<file path="src/logic/twsp_pkg.sv">
/*
 two-wire slave port package: register indices, field positions,
 reset values, phase codes and carrier structs.
 assumes: used by twsp_top and twsp_line_sync, referenced by full name.
*/
package twsp_pkg;
    // register indices; byte address is four times the index
    localparam logic [3:0] IDX_CTRL      = 4'h0;
    localparam logic [3:0] IDX_OWN_ADDR  = 4'h1;
    localparam logic [3:0] IDX_BYTE_BUF  = 4'h2;
    localparam logic [3:0] IDX_PORT_FUNC = 4'h3;
    localparam int         ADDR_LSB      = 2;
    // control register fields
    localparam int BIT_LINK_EN   = 7;
    localparam int BIT_EVENT     = 6;
    localparam int BIT_BCAST_HIT = 4;
    localparam int BIT_ACK_ALLOW = 3;
    localparam int PHASE_MSB     = 2;
    // own address register fields
    localparam int OWN_ADDR_MSB  = 7;
    localparam int OWN_ADDR_LSB  = 1;
    localparam int BIT_GC_EN     = 0;
    localparam logic [7:0] RESET_BYTE   = 8'h00;
    localparam logic [1:0] RESET_FUNC   = 2'h0;
    localparam logic [1:0] FUNC_TWO_WIRE = 2'h2;
    localparam logic [6:0] GENERAL_CALL = 7'h00;
    localparam logic [3:0] LAST_BIT     = 4'h7;
    localparam logic [3:0] ACK_SLOT     = 4'h8;
    // phase field codes
    localparam logic [2:0] PH_IDLE      = 3'h0;
    localparam logic [2:0] PH_ADDR      = 3'h1;
    localparam logic [2:0] PH_RECV      = 3'h2;
    localparam logic [2:0] PH_SEND      = 3'h3;
    localparam logic [2:0] PH_NACK_WAIT = 3'h4;
    localparam logic [2:0] PH_AA_WAIT   = 3'h5;

    typedef struct packed {
        logic clk_rise;
        logic clk_fall;
        logic start_seen;
        logic stop_seen;
        logic data_lvl;
    } twsp_line_ev_t;

    typedef struct packed {
        logic [31:0] paddr;
        logic        psel;
        logic        penable;
        logic        pwrite;
        logic [31:0] pwdata;
    } twsp_apb_req_t;
endpackage : twsp_pkg

</file>
<file path="src/logic/twsp_line_sync.sv">
/*
 two-wire line synchroniser and event finder.
 assumes: clock and data lines arrive from outside the sys_clk domain.
*/
`timescale 1ns/100ps
module twsp_line_sync (
    input  wire logic                   sys_clk,
    input  wire logic                   rstn,
    input  wire logic                   scl_i,
    input  wire logic                   sda_i,
    output twsp_pkg::twsp_line_ev_t     ev
);
    logic [1:0] scl_meta_reg;
    logic [1:0] sda_meta_reg;
    logic       scl_last_reg;
    logic       sda_last_reg;

    // two flops; only the second stage is read
    always_ff @(posedge sys_clk or negedge rstn) begin
        if (!rstn) begin
            scl_meta_reg <= 2'h3;
            sda_meta_reg <= 2'h3;
        end else begin
            scl_meta_reg <= {scl_meta_reg[0], scl_i};
            sda_meta_reg <= {sda_meta_reg[0], sda_i};
        end
    end

    always_ff @(posedge sys_clk or negedge rstn) begin
        if (!rstn) begin
            scl_last_reg <= 1'b1;
            sda_last_reg <= 1'b1;
        end else begin
            scl_last_reg <= scl_meta_reg[1];
            sda_last_reg <= sda_meta_reg[1];
        end
    end

    always_comb begin
        ev.clk_rise   = scl_meta_reg[1] & ~scl_last_reg;
        ev.clk_fall   = ~scl_meta_reg[1] & scl_last_reg;
        ev.start_seen = scl_meta_reg[1] & scl_last_reg
                        & sda_last_reg & ~sda_meta_reg[1];
        ev.stop_seen  = scl_meta_reg[1] & scl_last_reg
                        & ~sda_last_reg & sda_meta_reg[1];
        ev.data_lvl   = sda_meta_reg[1];
    end
endmodule : twsp_line_sync

</file>
<file path="src/logic/twsp_top.sv">
/*
 two-wire slave port: APB registers, address match, byte receive and
 transmit under the three-bit phase machine.
 assumes: external master drives the clock line; pull-up on the data line;
 the data pin is driven low only when sda_oen is low.
*/
// The APB slave port and the register addresses were chosen for this implementation.
`timescale 1ns/100ps
module twsp_top (
    input  wire logic        sys_clk,
    input  wire logic        rstn,
    input  wire logic [31:0] paddr,
    input  wire logic        psel,
    input  wire logic        penable,
    input  wire logic        pwrite,
    input  wire logic [31:0] pwdata,
    input  wire logic [3:0]  pstrb,
    output logic      [31:0] prdata,
    output logic             pready,
    output logic             pslverr,
    input  wire logic        scl_i,
    input  wire logic        sda_i,
    output logic             sda_o,
    output logic             sda_oen
);
    typedef enum {
        ST_IDLE, ST_ADDR, ST_RECV, ST_SEND, ST_NACK_WAIT, ST_AA_WAIT
    } twsp_state_t;

    twsp_pkg::twsp_line_ev_t ev;
    twsp_pkg::twsp_apb_req_t req;

    twsp_state_t state_reg;
    logic        link_enable_reg;
    logic        event_flag_reg;
    logic        broadcast_hit_flag_reg;
    logic        ack_allow_reg;
    logic [6:0]  own_slave_address_reg;
    logic        general_call_enable_reg;
    logic [7:0]  byte_buffer_reg;
    logic [1:0]  port_function_select_reg;
    logic [7:0]  shift_reg;
    logic [3:0]  bit_cnt_reg;
    logic        drive_low_reg;
    logic        ack_slot_reg;
    logic        ack_low_reg;

    logic        wr_en;
    logic        rd_en;
    logic        active;
    logic        byte_done;
    logic        nine_done;
    logic [7:0]  ctrl_rd;
    logic [7:0]  rx_byte;
    logic        addr_hit;
    logic        gc_hit;
    logic        set_event;

    function automatic logic [2:0] phase_code(input twsp_state_t s);
        case (s)
            ST_IDLE:      phase_code = twsp_pkg::PH_IDLE;
            ST_ADDR:      phase_code = twsp_pkg::PH_ADDR;
            ST_RECV:      phase_code = twsp_pkg::PH_RECV;
            ST_SEND:      phase_code = twsp_pkg::PH_SEND;
            ST_NACK_WAIT: phase_code = twsp_pkg::PH_NACK_WAIT;
            ST_AA_WAIT:   phase_code = twsp_pkg::PH_AA_WAIT;
            default:      phase_code = twsp_pkg::PH_IDLE;
        endcase
    endfunction : phase_code

    function automatic logic reg_hit(input logic [31:0] a,
                                     input logic [3:0]  idx);
        reg_hit = (a[31:twsp_pkg::ADDR_LSB] == {26'h0, idx})
                  && (a[twsp_pkg::ADDR_LSB-1:0] == 2'h0);
    endfunction : reg_hit

    twsp_line_sync u_sync (
        .sys_clk (sys_clk),
        .rstn    (rstn),
        .scl_i   (scl_i),
        .sda_i   (sda_i),
        .ev      (ev)
    );

    assign req = '{paddr: paddr, psel: psel, penable: penable,
                   pwrite: pwrite, pwdata: pwdata};

    // zero-wait APB slave
    assign pready  = 1'b1;
    assign pslverr = req.psel & req.penable
                     & ~(reg_hit(req.paddr, twsp_pkg::IDX_CTRL)
                       | reg_hit(req.paddr, twsp_pkg::IDX_OWN_ADDR)
                       | reg_hit(req.paddr, twsp_pkg::IDX_BYTE_BUF)
                       | reg_hit(req.paddr, twsp_pkg::IDX_PORT_FUNC));
    assign wr_en = req.psel & req.penable & req.pwrite & pstrb[0];
    assign rd_en = req.psel & ~req.penable & ~req.pwrite;

    // function must be selected and the link enabled
    assign active = link_enable_reg
                    & (port_function_select_reg
                       == twsp_pkg::FUNC_TWO_WIRE);

    assign byte_done = ev.clk_fall && bit_cnt_reg == twsp_pkg::LAST_BIT;
    assign nine_done = ev.clk_fall && bit_cnt_reg == twsp_pkg::ACK_SLOT;
    assign rx_byte   = shift_reg;
    assign addr_hit  = rx_byte[7:1] == own_slave_address_reg;
    assign gc_hit    = general_call_enable_reg
                       && rx_byte[7:1] == twsp_pkg::GENERAL_CALL
                       && !rx_byte[0];

    always_comb begin
        ctrl_rd = 8'h00;
        ctrl_rd[twsp_pkg::BIT_LINK_EN]   = link_enable_reg;
        ctrl_rd[twsp_pkg::BIT_EVENT]     = event_flag_reg;
        ctrl_rd[twsp_pkg::BIT_BCAST_HIT] = broadcast_hit_flag_reg;
        ctrl_rd[twsp_pkg::BIT_ACK_ALLOW] = ack_allow_reg;
        ctrl_rd[twsp_pkg::PHASE_MSB:0]   = phase_code(state_reg);
    end

    // read data registered in setup phase
    always_ff @(posedge sys_clk or negedge rstn) begin
        if (!rstn) begin
            prdata <= 32'h0000_0000;
        end else if (rd_en) begin
            if (reg_hit(req.paddr, twsp_pkg::IDX_CTRL)) begin
                prdata <= {24'h00_0000, ctrl_rd};
            end else if (reg_hit(req.paddr, twsp_pkg::IDX_OWN_ADDR)) begin
                prdata <= {24'h00_0000, own_slave_address_reg,
                           general_call_enable_reg};
            end else if (reg_hit(req.paddr, twsp_pkg::IDX_BYTE_BUF)) begin
                prdata <= {24'h00_0000, byte_buffer_reg};
            end else if (reg_hit(req.paddr, twsp_pkg::IDX_PORT_FUNC)) begin
                prdata <= {30'h0000_0000, port_function_select_reg};
            end else begin
                prdata <= 32'h0000_0000;
            end
        end
    end

    // software control fields
    always_ff @(posedge sys_clk or negedge rstn) begin
        if (!rstn) begin
            link_enable_reg          <= 1'b0;
            ack_allow_reg            <= 1'b0;
            own_slave_address_reg    <= 7'h00;
            general_call_enable_reg  <= 1'b0;
            port_function_select_reg <= twsp_pkg::RESET_FUNC;
        end else if (wr_en) begin
            if (reg_hit(req.paddr, twsp_pkg::IDX_CTRL)) begin
                link_enable_reg <= req.pwdata[twsp_pkg::BIT_LINK_EN];
                ack_allow_reg   <= req.pwdata[twsp_pkg::BIT_ACK_ALLOW];
            end
            if (reg_hit(req.paddr, twsp_pkg::IDX_OWN_ADDR)) begin
                own_slave_address_reg <= req.pwdata[twsp_pkg::OWN_ADDR_MSB:
                                                    twsp_pkg::OWN_ADDR_LSB];
                general_call_enable_reg <=
                    req.pwdata[twsp_pkg::BIT_GC_EN];
            end
            if (reg_hit(req.paddr, twsp_pkg::IDX_PORT_FUNC)) begin
                port_function_select_reg <= req.pwdata[1:0];
            end
        end
    end

    // event sources; hardware set wins over software clear
    always_comb begin
        set_event = 1'b0;
        if (active) begin
            case (state_reg)
                // match flagged at the eighth fall, before the phase moves
                ST_ADDR:  set_event = byte_done & (addr_hit | gc_hit);
                ST_RECV:  set_event = byte_done;
                ST_SEND:  set_event = byte_done;
                default:  set_event = 1'b0;
            endcase
            if (state_reg != ST_IDLE && ev.start_seen) begin
                set_event = 1'b1;
            end
            if (state_reg != ST_IDLE && ev.stop_seen) begin
                set_event = 1'b1;
            end
        end
    end

    always_ff @(posedge sys_clk or negedge rstn) begin
        if (!rstn) begin
            event_flag_reg <= 1'b0;
        end else if (set_event) begin
            event_flag_reg <= 1'b1;
        end else if (wr_en && reg_hit(req.paddr, twsp_pkg::IDX_CTRL)
                     && !req.pwdata[twsp_pkg::BIT_EVENT]) begin
            event_flag_reg <= 1'b0;
        end
    end

    // byte buffer: software writes, hardware loads received bytes
    always_ff @(posedge sys_clk or negedge rstn) begin
        if (!rstn) begin
            byte_buffer_reg <= twsp_pkg::RESET_BYTE;
        end else if (active && state_reg == ST_RECV && byte_done
                     && ack_allow_reg) begin
            byte_buffer_reg <= rx_byte;
        end else if (wr_en
                     && reg_hit(req.paddr, twsp_pkg::IDX_BYTE_BUF)) begin
            byte_buffer_reg <= req.pwdata[7:0];
        end
    end

    // bit counter and shifter; sampled on rising clock
    always_ff @(posedge sys_clk or negedge rstn) begin
        if (!rstn) begin
            bit_cnt_reg <= 4'h0;
            shift_reg   <= 8'h00;
            ack_low_reg <= 1'b0;
        end else if (!active) begin
            bit_cnt_reg <= 4'h0;
        end else if (ev.start_seen) begin
            // wraps to zero on the clock fall that closes the start
            bit_cnt_reg <= '1;
        end else begin
            if (ev.clk_rise) begin
                if (bit_cnt_reg == twsp_pkg::ACK_SLOT) begin
                    ack_low_reg <= ~ev.data_lvl;
                end else if (state_reg != ST_SEND) begin
                    shift_reg <= {shift_reg[6:0], ev.data_lvl};
                end
            end
            if (ev.clk_fall) begin
                bit_cnt_reg <= nine_done ? 4'h0 : bit_cnt_reg + 4'h1;
            end
        end
    end

    // phase machine
    always_ff @(posedge sys_clk or negedge rstn) begin
        if (!rstn) begin
            state_reg              <= ST_IDLE;
            broadcast_hit_flag_reg <= 1'b0;
        end else if (!active) begin
            state_reg              <= ST_IDLE;
            broadcast_hit_flag_reg <= 1'b0;
        end else if (ev.start_seen) begin
            state_reg <= ST_ADDR;
            broadcast_hit_flag_reg <= 1'b0;
        end else if (ev.stop_seen) begin
            state_reg <= ST_IDLE;
            broadcast_hit_flag_reg <= 1'b0;
        end else begin
            case (state_reg)
                ST_ADDR: begin
                    if (byte_done) begin
                        if (addr_hit && rx_byte[0]) begin
                            state_reg <= ST_SEND;
                        end else if (addr_hit) begin
                            state_reg <= ST_RECV;
                        end else if (gc_hit) begin
                            state_reg <= ST_RECV;
                            broadcast_hit_flag_reg <= 1'b1;
                        end else begin
                            state_reg <= ST_IDLE;
                        end
                    end
                end
                ST_RECV: begin
                    if (nine_done && !ack_allow_reg) begin
                        state_reg <= ST_IDLE;
                    end
                end
                ST_SEND: begin
                    if (nine_done && !ack_low_reg) begin
                        state_reg <= ST_NACK_WAIT;
                    end else if (nine_done && !ack_allow_reg) begin
                        state_reg <= ST_AA_WAIT;
                    end
                end
                ST_NACK_WAIT, ST_AA_WAIT, ST_IDLE: begin
                    state_reg <= state_reg;
                end
                default: state_reg <= ST_IDLE;
            endcase
        end
    end

    // data pin driver: changes on falling clock; released at start, stop or when inactive
    always_ff @(posedge sys_clk or negedge rstn) begin
        if (!rstn) begin
            drive_low_reg <= 1'b0;
            ack_slot_reg  <= 1'b0;
        end else if (!active || ev.start_seen || ev.stop_seen) begin
            drive_low_reg <= 1'b0;
            ack_slot_reg  <= 1'b0;
        end else if (ev.clk_fall) begin
            drive_low_reg <= 1'b0;
            ack_slot_reg  <= 1'b0;
            case (state_reg)
                ST_ADDR: begin
                    if (byte_done && (addr_hit || gc_hit)) begin
                        drive_low_reg <= 1'b1;
                        ack_slot_reg  <= 1'b1;
                    end
                end
                ST_RECV: begin
                    if (byte_done && ack_allow_reg) begin
                        drive_low_reg <= 1'b1;
                        ack_slot_reg  <= 1'b1;
                    end
                end
                ST_SEND: begin
                    if (!byte_done && !nine_done) begin
                        drive_low_reg <=
                            ~byte_buffer_reg[3'(twsp_pkg::LAST_BIT
                                             - bit_cnt_reg - 4'h1)];
                    end else if (nine_done && ack_low_reg
                                 && ack_allow_reg) begin
                        drive_low_reg <= ~byte_buffer_reg[7];
                    end
                end
                default: drive_low_reg <= 1'b0;
            endcase
        end else if (ev.clk_rise && state_reg == ST_ADDR && byte_done) begin
            drive_low_reg <= 1'b0;
        end
    end

    // first send bit goes out on the ack fall after address
    // open drain: output fixed low, release via enable
    assign sda_o   = 1'b0;
    assign sda_oen = ~drive_low_reg;
endmodule : twsp_top

</file>
<file path="config.mk">
export PLATFORM = sky130hd
export DESIGN_NAME = twsp_top
export DESIGN_NICKNAME = d
export VERILOG_FILES = /design/src/logic/twsp_pkg.sv /design/src/logic/twsp_line_sync.sv /design/src/logic/twsp_top.sv
export SDC_FILE = /design/constraint.sdc
export NUM_CORES = 1
export LEC_CHECK = 0
export BUFFER_PORTS_ARGS = -buffer_cell sky130_fd_sc_hd__buf_2
export CORE_UTILIZATION = 50
export CTS_CLUSTER_DIAMETER = 100
export DETAILED_ROUTE_END_ITERATION = 6
export PLACE_DENSITY = 0.8
export SYNTH_ARGS = -nofsm -noshare
export SYNTH_HDL_FRONTEND = slang
export SYNTH_SLANG_ARGS = --single-unit
</file>
<file path="constraint.sdc">
create_clock -name sys_clk -period 2.5 [get_ports sys_clk]
set_clock_uncertainty 0.1 [all_clocks]
set_input_delay 0.375 -clock sys_clk [delete_from_list [all_inputs] [get_ports sys_clk]]
set_output_delay 0.375 -clock sys_clk [all_outputs]
set_load 0.01 [all_outputs]
</file>
==> metrics.md <==
| Metric | Value |
|---|---|
| Status | `finished clean` |
| Critical-path cell list | `nand3b_1 > nor4bb_1 > nand2b_1 > buf_4 > o41a_1 > buf_4 > mux2_4` |
| Register area share after synthesis | `42.7%` |
| WL/cell | `about 16 um` |
| Hold_ws | `58.2 ps` |
| Reg clk slew, reported paths | `100 ps` |
| Max Clk Rate | `0.440 GHz` |
| CP Buf/Inv Count | `2` |
| Critical Path Most Common Cell | `buf_4` |
| Post-layout worst setup margin | `~230 ps` |
| Fin nets | `429` |
| Largest net degree at the start of global routing | `30` |
| Relative slew slack | `between 50% and 60%` |
| CTS tree | `yes` |
| Finish-stage setup viols | `0` |
| Critical Path End Type | `flop` |
| Die height | `81.1 um` |
| H-tree Lvls | `2` |
| Post-Synthesis Cells | `290` |
| Worst slew pin tran | `approximately 610 ps` |
| Starting density of the core | `52.2%` |
| Final TNS setup | `0 ps` |
| #FFs+latches synth | `53` |
| CTS Root Buffer Type | `clkbuf_8` |
| P&R area growth vs syn | `13.9%` |
| Vias | `2395` |
| GP Congestion | `0.957` |
| DP Area | `about 3400 um2` |
| RSZ-0062 raised after global routing | `false` |
| Die Wd | `just over 80 um` |
| Critical Path Max Stage Delay | `600 ps` |
| Minimum clock period | `between 2000 and 2500 ps` |
| Max_cap viols | `0` |
| Clock sink count | `53` |
| Slowest-stage cell, CP | `dfstp_2` |
| Period utilization | `90.8%` |
| Post-Route WL | `6.82 mm` |
| Crit-path leading delay family | `simple AND/OR/NAND/NOR gates` |
| CP Class | `reg -> reg` |
| DRC | `0` |
| Initial antenna violation count | `0` |
| Leak | `1.72 nW` |
| First-pass GRT wire length | `11.3 mm` |
| Most frequent cells in the layout | `buf_2, dfrtp_1, mux2_2, conb_1, nand2_1` |
| Crit path DAT | `roughly 2400 ps` |
| Vias in the first global route | `~2300` |
| # rows | `28` |
| Vias/cell | `5.61` |
| Layout cells sized above 1 | `35.2%` |
| Fillers | `491` |
| Commonest non-fill, non-tap cell in the layout | `buf_2` |
| PwrDens | `about 450 nW/um2` |
| IO Count | `111` |
| Iteration-0 DRC Markers | `125` |
| Req. time, crit path | `about 2600 ps` |
| Crit. Startpoint | `u_sync.scl_last_reg` |
| EDFF count, synth | `0` |
| Yosys warning count | `0` |
| Synth Flop Type | `dfrtp_1` |
| HP Start | `scl_i` |
| Cell area after layout | `3560 um2` |
| Die Area | `between 6000 and 7000 um2` |
| DRT antenna net count | `0` |
| DP HPWL | `5.26 mm` |
| Post-Place Worst Slack | `35.3 ps` |
| IO buf count | `57` |
| CTS buffer count | `5` |
| Worst vdd ir | `between 0.0003 and 0.0004 V` |
| N_diodes | `0` |
| Fraction of registers with async set/reset | `100%` |
| Mapped cell area | `between 3000 and 4000 um2` |
| Total congestion overflow | `0` |
| Total GRT Usage | `22.9%` |
| HP Class | `in -> reg` |
| Synth unique cells | `57` |
| Detailed Routing Iterations Pass 1 | `4` |
| Final hold vios | `0` |
| Clock buffer depth | `2` |
| Worst Setup Start Kind | `flop` |
| Worst R2R Start | `u_sync.scl_last_reg` |
| Clock Latency Late Sink | `310 ps` |
| Core area | `roughly 6000 um2` |
| CP Max Fanout | `9` |
| Syn avg cell area | `10.8 um2` |
| Final Max Tran Viols | `0` |
| Utilization after layout | `59.5%` |
[layout make-up]
cell class / instances / area (um2) / share of cell area (%)
repair buffers: 67 / 375 / 10.5
flip-flops and latches: 53 / 1330 / 37.4
multi-input cells: 215 / 1610 / 45.1
clock buffers: 6 / 82.6 / 2.32
well taps: 75 / 93.8 / 2.63
inverters: 9 / 33.8 / 0.948
clock inverters: 2 / 37.5 / 1.05
[report_power, final]
group	total [mW]	internal (mW)	switching, mW
clock network	0.606	0.326	0.281
logic	0.125	0.0477	0.0776
registers	0.872	0.866	0.00615
[stage by stage]
step | power [mW] | instances
floorplan | 0.971 | 314
global placement | 1.01 | 418
detailed placement | 1.01 | 418
CTS | 1.62 | 427
global route | 1.66 | 427
finish | 1.60 | 427
[worst paths after layout]
path	endpoint	slack [ps]	cells past startpoint
max	byte_buffer_reg[6]	230	7
min	u_sync.scl_meta_reg[0]	60	1
max reg2reg	byte_buffer_reg[6]	230	7
min reg2reg	u_sync.scl_meta_reg[1]	260	0
max in group asynchronous	u_sync.sda_last_reg	1200	3
min in group asynchronous	rx_byte[1]	490	2
[routing by layer]
layer | vias to the layer above | track usage (%) | wire [um]
li1 | 1129 | - | -
met5 | - | 0 | 0
met2 | 95 | 36.7 | 3220
met3 | 19 | 4.27 | 369
met1 | 1152 | 31.4 | 3060
met4 | 0 | 7.68 | 172
[worst reg2reg max path, stage by stage, from the launching register on]
cell and delay (ps):
dfstp_2 600, nand3b_1 150, nor4bb_1 410, nand2b_1 90, buf_4 190, o41a_1 120, buf_4 200, mux2_4 310
[cells by family (layout without fill, tap and decap cells)]
kind of cell,after synthesis,count (layout),synth area share [%]
AOI/OAI and AO/OA,48,48,10.2
xor gates and xnor gates,9,9,2.52
adders and majority gates,3,3,1.20
buffers and inverters,46,84,8.88
DFF,53,53,42.7
muxes,46,46,18.3
other,2,26,0.240
and+or+nand+nor,83,83,16.0
[synth_stat cells, types with 4 or more instances]
cell,count,area share [%]
inv_1,9,1.1
o21ai_0,7,1.1
nor2_1,15,1.8
a21oi_1,14,2.2
dfstp_2,6,5.0
buf_4,26,6.2
mux2_2,26,9.4
mux2i_1,7,2.2
clkbuf_1,9,1.1
xnor2_1,7,2.0
o31ai_1,8,1.9
nand2b_1,4,0.80
dfrtp_1,47,38
nand2_1,18,2.2
nor3_1,8,1.3
nor4_1,10,2.0
mux2_4,8,3.8
[timing repair]
action / 4_1_cts / 5_1_grt
hold buffers: 1 / 0
setup endpoints to repair: 0 / 0
buffers inserted: 0 / 0
gates resized for setup: 0 / 0
hold endpoints to repair: 21 / 0
Note: power is estimated with default switching activity, not from simulation.
